--- src/include/epsm_pkg.sv ---
package epsm_pkg;

  // ********************************************************
  // Register location and layout
  // ********************************************************
  localparam logic [15:0] EPSM_SEL_ADDR = 16'h1C00;
  localparam int EPSM_DATA_W = 16;
  localparam logic [15:0] EPSM_SEL_RESET = 16'h0000;

  localparam int EPSM_PP_LSB = 12;
  localparam int EPSM_PP_MSB = 14;
  localparam int EPSM_SP1_LSB = 10;
  localparam int EPSM_SP1_MSB = 11;
  localparam int EPSM_SP0_LSB = 8;
  localparam int EPSM_SP0_MSB = 9;
  localparam int EPSM_ADDR_LSB = 0;
  localparam int EPSM_ADDR_MSB = 5;

  localparam logic [2:0] EPSM_PP_RESET = 3'h0;
  localparam logic [1:0] EPSM_SP_RESET = 2'h0;
  localparam logic [5:0] EPSM_ADDR_RESET = 6'h00;

  // ********************************************************
  // Pin counts and serial port mode codes
  // ********************************************************
  localparam int EPSM_SP_PINS = 6;
  localparam int EPSM_AUD_PINS = 4;
  localparam int EPSM_ADDR_PINS = 6;

  localparam logic [1:0] EPSM_SP_MODE_CARD = 2'h0;
  localparam logic [1:0] EPSM_SP_MODE_AUDIO = 2'h1;
  localparam logic [1:0] EPSM_SP_MODE_GPIO = 2'h2;
  localparam logic [1:0] EPSM_SP_MODE_RESV = 2'h3;

endpackage

--- src/rtl/epsm_addr_mux.sv ---
`timescale 1ns/100ps
module epsm_addr_mux
  import epsm_pkg::*;
(
  input wire logic [5:0] pinSel,
  input wire logic [5:0] emAddrOut,
  input wire logic [5:0] emAddrOe,
  input wire logic [5:0] gpOut,
  input wire logic [5:0] gpOe,
  output logic [5:0] gpIn,
  output logic [5:0] padOut,
  output logic [5:0] padOe,
  input wire logic [5:0] padIn
);

  // ********************************************************
  // One select bit per shared address pin
  // ********************************************************
  genvar i;
  generate
    for (i = 0; i < EPSM_ADDR_PINS; i++) begin : g_pin
      assign padOut[i] = pinSel[i] ? gpOut[i] : emAddrOut[i];
      assign padOe[i] = pinSel[i] ? gpOe[i] : emAddrOe[i];
      // Input seen by the general-purpose block is quiet while the pin is an address
      assign gpIn[i] = pinSel[i] & padIn[i];
    end
  endgenerate

endmodule // epsm_addr_mux

--- src/rtl/epsm_pin_select.sv ---
`timescale 1ns/100ps
// Notes on behaviour
// - Bits 11:10 hold the second serial port mode.
// - Second port code 01: audio unit one plus general lines 11:10.
// - Second port code 10: general lines 11 down to 6.
// - Bits 9:8 hold the first serial port mode.
// - First port code 00: all six memory card unit zero signals.
// - First port code 01: audio unit zero plus general lines 5:4.
// - First port code 10: general lines 5 down to 0.
// - Bits 7 and 6 read zero and ignore writes.
// - Bit 5 picks address line 20 or general line 26.
// - Bit 3 picks address line 18 or general line 24.
// - Bit 2 picks address line 17 or general line 23.
// - Bit 1 picks address line 16 or general line 22.
// - Bit 0 picks address line 15 or general line 21.
// - New routing takes effect the clock cycle after the write.
// - Bits 14:12 are a read/write parallel port mode, reset 000.
module epsm_pin_select
  import epsm_pkg::*;
(
  input wire logic clk,
  input wire logic arst_n,
  input wire logic ce,
  input wire logic [15:0] ioAddr,
  input wire logic ioWrEn,
  input wire logic ioRdEn,
  input wire logic [15:0] ioWrData,
  output logic [15:0] ioRdData,
  output logic [2:0] parallelPortMode,
  input wire logic [5:0] cardZeroOut,
  input wire logic [5:0] cardZeroOe,
  output logic [5:0] cardZeroIn,
  input wire logic [3:0] audioZeroOut,
  input wire logic [3:0] audioZeroOe,
  output logic [3:0] audioZeroIn,
  input wire logic [5:0] gpLowOut,
  input wire logic [5:0] gpLowOe,
  output logic [5:0] gpLowIn,
  output logic [5:0] port0PadOut,
  output logic [5:0] port0PadOe,
  input wire logic [5:0] port0PadIn,
  input wire logic [5:0] cardOneOut,
  input wire logic [5:0] cardOneOe,
  output logic [5:0] cardOneIn,
  input wire logic [3:0] audioOneOut,
  input wire logic [3:0] audioOneOe,
  output logic [3:0] audioOneIn,
  input wire logic [5:0] gpMidOut,
  input wire logic [5:0] gpMidOe,
  output logic [5:0] gpMidIn,
  output logic [5:0] port1PadOut,
  output logic [5:0] port1PadOe,
  input wire logic [5:0] port1PadIn,
  input wire logic [5:0] emAddrOut,
  input wire logic [5:0] emAddrOe,
  input wire logic [5:0] gpHighOut,
  input wire logic [5:0] gpHighOe,
  output logic [5:0] gpHighIn,
  output logic [5:0] addrPadOut,
  output logic [5:0] addrPadOe,
  input wire logic [5:0] addrPadIn
);

  // ********************************************************
  // Register decode
  // ********************************************************
  logic [2:0] parallel_port_mode_q;
  logic [1:0] second_serial_port_mode_q;
  logic [1:0] first_serial_port_mode_q;
  logic [5:0] addrSel_q;
  logic [15:0] rdData_q;

  wire addrHit = (ioAddr == EPSM_SEL_ADDR);
  wire wrHit = ce && ioWrEn && addrHit;
  wire rdStrobe = ce && ioRdEn;
  // Only the defined fields are stored, so reserved bits cannot be set
  wire [2:0] parallel_port_mode_d = ioWrData[EPSM_PP_MSB:EPSM_PP_LSB];
  wire [1:0] second_serial_port_mode_d = ioWrData[EPSM_SP1_MSB:EPSM_SP1_LSB];
  wire [1:0] first_serial_port_mode_d = ioWrData[EPSM_SP0_MSB:EPSM_SP0_LSB];
  wire [5:0] addrSel_d = ioWrData[EPSM_ADDR_MSB:EPSM_ADDR_LSB];
  wire [15:0] selImage = {1'b0, parallel_port_mode_q, second_serial_port_mode_q, first_serial_port_mode_q, 2'b00, addrSel_q};
  // Unmapped addresses read as zero
  wire [15:0] rdData_d = addrHit ? selImage : EPSM_SEL_RESET;

  // ********************************************************
  // Selection register
  // ********************************************************
  // Routing follows the stored fields, so a write lands on the next edge
  always_ff @(posedge clk or negedge arst_n) begin
    if (!arst_n) begin
      parallel_port_mode_q <= EPSM_PP_RESET;
      second_serial_port_mode_q <= EPSM_SP_RESET;
      first_serial_port_mode_q <= EPSM_SP_RESET;
      addrSel_q <= EPSM_ADDR_RESET;
    end else if (wrHit) begin
      parallel_port_mode_q <= parallel_port_mode_d;
      second_serial_port_mode_q <= second_serial_port_mode_d;
      first_serial_port_mode_q <= first_serial_port_mode_d;
      addrSel_q <= addrSel_d;
    end
  end

  // Read data is registered: valid the cycle after the read strobe
  always_ff @(posedge clk or negedge arst_n) begin
    if (!arst_n) begin
      rdData_q <= EPSM_SEL_RESET;
    end else if (rdStrobe) begin
      rdData_q <= rdData_d;
    end
  end

  assign ioRdData = rdData_q;
  assign parallelPortMode = parallel_port_mode_q;

  // ********************************************************
  // Pin multiplexers
  // ********************************************************
  // Peripheral clocks are expected gated during a change, so no glitch guard here
  epsm_serial_mux u_port0 (
    .modeSel(first_serial_port_mode_q),
    .cardOut(cardZeroOut),
    .cardOe(cardZeroOe),
    .cardIn(cardZeroIn),
    .audOut(audioZeroOut),
    .audOe(audioZeroOe),
    .audIn(audioZeroIn),
    .gpOut(gpLowOut),
    .gpOe(gpLowOe),
    .gpIn(gpLowIn),
    .padOut(port0PadOut),
    .padOe(port0PadOe),
    .padIn(port0PadIn)
  );

  epsm_serial_mux u_port1 (
    .modeSel(second_serial_port_mode_q),
    .cardOut(cardOneOut),
    .cardOe(cardOneOe),
    .cardIn(cardOneIn),
    .audOut(audioOneOut),
    .audOe(audioOneOe),
    .audIn(audioOneIn),
    .gpOut(gpMidOut),
    .gpOe(gpMidOe),
    .gpIn(gpMidIn),
    .padOut(port1PadOut),
    .padOe(port1PadOe),
    .padIn(port1PadIn)
  );

  epsm_addr_mux u_addr (
    .pinSel(addrSel_q),
    .emAddrOut(emAddrOut),
    .emAddrOe(emAddrOe),
    .gpOut(gpHighOut),
    .gpOe(gpHighOe),
    .gpIn(gpHighIn),
    .padOut(addrPadOut),
    .padOe(addrPadOe),
    .padIn(addrPadIn)
  );
endmodule // epsm_pin_select

--- src/rtl/epsm_serial_mux.sv ---
`timescale 1ns/100ps
module epsm_serial_mux
  import epsm_pkg::*;
(
  input wire logic [1:0] modeSel,
  input wire logic [5:0] cardOut,
  input wire logic [5:0] cardOe,
  output logic [5:0] cardIn,
  input wire logic [3:0] audOut,
  input wire logic [3:0] audOe,
  output logic [3:0] audIn,
  input wire logic [5:0] gpOut,
  input wire logic [5:0] gpOe,
  output logic [5:0] gpIn,
  output logic [5:0] padOut,
  output logic [5:0] padOe,
  input wire logic [5:0] padIn
);

  wire selCard = (modeSel == EPSM_SP_MODE_CARD);
  wire selAud = (modeSel == EPSM_SP_MODE_AUDIO);
  wire selGpio = (modeSel == EPSM_SP_MODE_GPIO);

  // ********************************************************
  // Per-pin routing; pins 5:4 carry general-purpose lines in audio mode
  // ********************************************************
  genvar i;
  generate
    for (i = 0; i < EPSM_SP_PINS; i++) begin : g_pin
      wire audPin = selAud && (i < EPSM_AUD_PINS);
      wire gpPin = selGpio || (selAud && (i >= EPSM_AUD_PINS));
      wire audO = (i < EPSM_AUD_PINS) ? audOut[i % EPSM_AUD_PINS] : 1'b0;
      wire audE = (i < EPSM_AUD_PINS) ? audOe[i % EPSM_AUD_PINS] : 1'b0;
      // Reserved code leaves the pin undriven so no function fights the pad
      assign padOut[i] = selCard ? cardOut[i] : audPin ? audO : gpPin ? gpOut[i] : 1'b0;
      assign padOe[i] = selCard ? cardOe[i] : audPin ? audE : gpPin ? gpOe[i] : 1'b0;
      assign cardIn[i] = selCard & padIn[i];
      assign gpIn[i] = gpPin & padIn[i];
    end
    for (i = 0; i < EPSM_AUD_PINS; i++) begin : g_aud
      assign audIn[i] = selAud & padIn[i];
    end
  endgenerate

endmodule // epsm_serial_mux
--- config.mk ---
export PLATFORM = sky130hd
export DESIGN_NAME = epsm_pin_select
export DESIGN_NICKNAME = d
export VERILOG_FILES = /design/src/include/epsm_pkg.sv /design/src/rtl/epsm_addr_mux.sv /design/src/rtl/epsm_pin_select.sv /design/src/rtl/epsm_serial_mux.sv
export SDC_FILE = /design/constraint.sdc
export NUM_CORES = 1
export LEC_CHECK = 0
export ABC_AREA = 1
export BUFFER_PORTS_ARGS = -buffer_cell sky130_fd_sc_hd__buf_2
export CORE_AREA = 2 2 91 93
export DETAILED_ROUTE_END_ITERATION = 7
export DIE_AREA = 0 0 93 95
export PLACE_DENSITY = 0.72
export SLEW_MARGIN = 25
export SYNTH_ARGS = -nofsm -noshare
export SYNTH_HDL_FRONTEND = slang
export SYNTH_HIERARCHICAL = 1
export SYNTH_SLANG_ARGS = --single-unit
--- constraint.sdc ---
create_clock -name clk -period 1.2 [get_ports clk]
set_input_delay 0.24 -clock clk [delete_from_list [all_inputs] [get_ports clk]]
set_output_delay 0.24 -clock clk [all_outputs]
set_load 0.005 [all_outputs]
==> out/qor.csv <==
metric,value,unit
Worst Hold Launch,ioWrData[3],
failing checks,negative setup slack,
hold-critical path depth,3,
"commonest cells after routing, fill and taps aside","buf_2 (218), nand2_1 (159), nor2_1 (52), nand2_2 (29), inv_1 (28)",
crit path max-delay cell type,dfrtp_1,
peak supply drop,307.9,µV
Cell Pwr Density,422.5,nW/µm²
CP max stage delay,0.44,ns
all-layer global routing usage,17.19,%
hold path endpoint,addrSel_q[3],
Int Pwr,0.001390,W
CP endpoint kind,output port,
CTS tree,built,
Routed WL per cell,11.98,µm
HP Class,in -> reg,
number of max-cap violations,0,
CTS Sinks,26,
Area Growth Syn to Fin,88.95,%
CTS HTree Levels,1,
largest net degree at the start of global routing,27,
hpwl dp,6491,µm
syn avg cell area,5.715,µm²
M1 GR Usage,21.12,%
grt met2 use,31.94,%
Setup WS post-layout,-0.6031,ns
antenna cells,0,
Setup TNS Final,-24.95,ns
CP max FO,5,
R2R Setup Slk,0.23,ns
core box area,7928,µm²
antenna-violating nets left,0,
IO Port Bufs,229,
layout cell share with drive strength beyond 1,57.87,%
RSZ-0062 raised after global routing,yes,
TritonCTS Buffers,3,
clock share of power,25.7,%
dominant cells by area after synthesis,"nand2_1 (31%), dfrtp_1 (28%), nor2_1 (11%), inv_1 (7.5%), nand4_1 (3.7%)",
antenna violations before repair,0,
Die X,93,µm
LEAKAGE,2.653,nW
r2r startpoint,addrSel_q[4],
starting density of the core,29.70,%
"most common cell after layout, fill and taps aside",buf_2,
pre-CTS WS,-0.2641,ns
# DRC,0,
cell family with most CP delay,buffers and inverters,
fmax,554.6,MHz
Synth Instances,412,
"wirelength, routed",9249,µm
DIE AREA,8835,µm²
global placer's final weighted congestion,0.7879,
post-synthesis sequential area ratio,27.63,%
nets,818,
P_sw,0.0004893,W
crit path launch type,flip-flop,
Worst-path clk slew,0.09,ns
switching share of power,26.03,%
first-pass GRT wire length,12510,µm
crit path DAT,1.56,ns
Synth area leader,nand2_1,
Final Hold Fails,0,
Buffers & Inverters on Critical Path,4,
busiest grt layer,met2,
height of the die,95,µm
Comb power frac,27.7,%
Worst Reg-to-Reg Cells,4,
Worst Path Required,0.96,ns
row cnt,33,
DRT iter0 DRCs,102,
vias in the first global route,2892,
synthesis-stage register bit count,26,
"Critical Path, Cell by Cell",inv_2 -> ha_4 -> inv_8 -> clkbuf_16 -> nand2_4 -> nor2_2 -> nor2_1 -> buf_2,
post-route minimum period,1.803,ns
Reg2Reg Capture Point,ioRdData[4],
clk root buf,clkbuf_8,
Final period util,150.3,%
Initial DRT Pass Iterations,4,
Top Ports,236,
yosys warns,6,
share of the synthesized area in the top cell type,31.08,%
vias per cell,4.413,
clock skew,0.003907,ns
GRT met3 Usage,1.676,%
post-synth cell types,18,
gr ovfl total,0,
detailed-route via count,3407,
Setup-failing EPs final,67,
mapped cell area,2355,µm²
CTS max path bufs,2,
clk_lat worst skew,0.26,ns
Setup CP Type,reg -> out,
Fin Hold WS,0.2186,ns
Reg power frac,46.6,%
final slew viol count,0,
status,"complete, but fails checks",
area by class of cell:
type	instances	area, µm²
inverter	53	211.5
tap	105	131.4
multi-input combinational	313	1668
fill	789	3478
sequential	26	656.9
clock buffer	3	41.29
timing repair buffer	272	1740
cells by family after synthesis:
logic type	after synthesis	synth area share, %
AOI/OAI and AO/OA	13	4.357
adders and majority gates	6	3.188
buffers and inverters	75	15.36
DFF	26	27.63
other	1	0.1593
and+or+nand+nor	291	49.31
synthesized netlist by cell type (all sizes together):
library cell  number
inv               53
o21ai             13
nand4             14
nor2              72
dfrtp             26
nand2            196
clkbuf             2
nand3              9
ha                 6
conb               1
buf               20
worst max-delay path by stage:
| stage | from | endpoint | slack, ns | depth (start not counted) |
|---|---|---|---|---|
| floorplan | first_serial_port_mode_q[0] | port0PadOe[0] | -0.07 | 7 |
| global placement | first_serial_port_mode_q[0] | port0PadOut[3] | -0.21 | 8 |
| detailed placement | first_serial_port_mode_q[0] | port0PadOe[3] | -0.26 | 8 |
| CTS | second_serial_port_mode_q[1] | port1PadOut[0] | -0.51 | 8 |
| global route | first_serial_port_mode_q[0] | port0PadOut[1] | -0.66 | 8 |
| finish | first_serial_port_mode_q[0] | port0PadOut[1] | -0.60 | 8 |
timing repair:
| action | in CTS | in global routing |
|---|---|---|
| endpoints found under the setup margin | 73 | 74 |
| hold endpoints to repair | 26 | 0 |
| cloned | 3 | 5 |
| pin swaps | 4 | 34 |
| resized for setup | 50 | 88 |
| buffers inserted | 9 | 8 |
| hold buffers | 1 | 0 |
power by group through the flow:
| stage | logic (W) | clock network [W] | registers [W] |
|---|---|---|---|
| finish | 0.000521 | 0.000483 | 0.000875 |
| global route | 0.000577 | 0.000550 | 0.000876 |
| CTS | 0.000487 | 0.000506 | 0.000875 |
| detailed placement | 0.000470 | 0 | 0.000893 |
| global placement | 0.000461 | 0 | 0.000893 |
| floorplan | 0.000126 | 0 | 0.000893 |
state kept, by name (all words and copies together), names as in the netlist:
signal / flops
first_serial_port_mode_q: 2
parallelPortMode: 3
second_serial_port_mode_q: 2
ioRdData: 13
addrSel_q: 6
stage by stage:
step                      utilization, %  power [W]  instances  area, µm²
after floorplan                        -   0.001019        414       2400
after global placement             46.51   0.001354        745       3687
after detailed placement           46.51   0.001363        745       3687
after CTS                          50.90   0.001868        760       4035
after global routing               56.12   0.002003        772       4449
final                              56.12   0.001880        772       4449
worst min-delay path: stages:
cell and delay [ns]:
buf_2 0.10, nand4_1 0.07, nand2_1 0.05
layer usage:
layer / part of all wire [%] / vias up / routed length (µm)
li1: - / 1733 / -
met1: 41 / 1547 / 3833
met2: 52 / 117 / 4818
met3: 5.2 / 10 / 482
met4: 1.2 / 0 / 115
met5: 0 / - / 0
No activity file was read; power rests on OpenSTA's default activity.
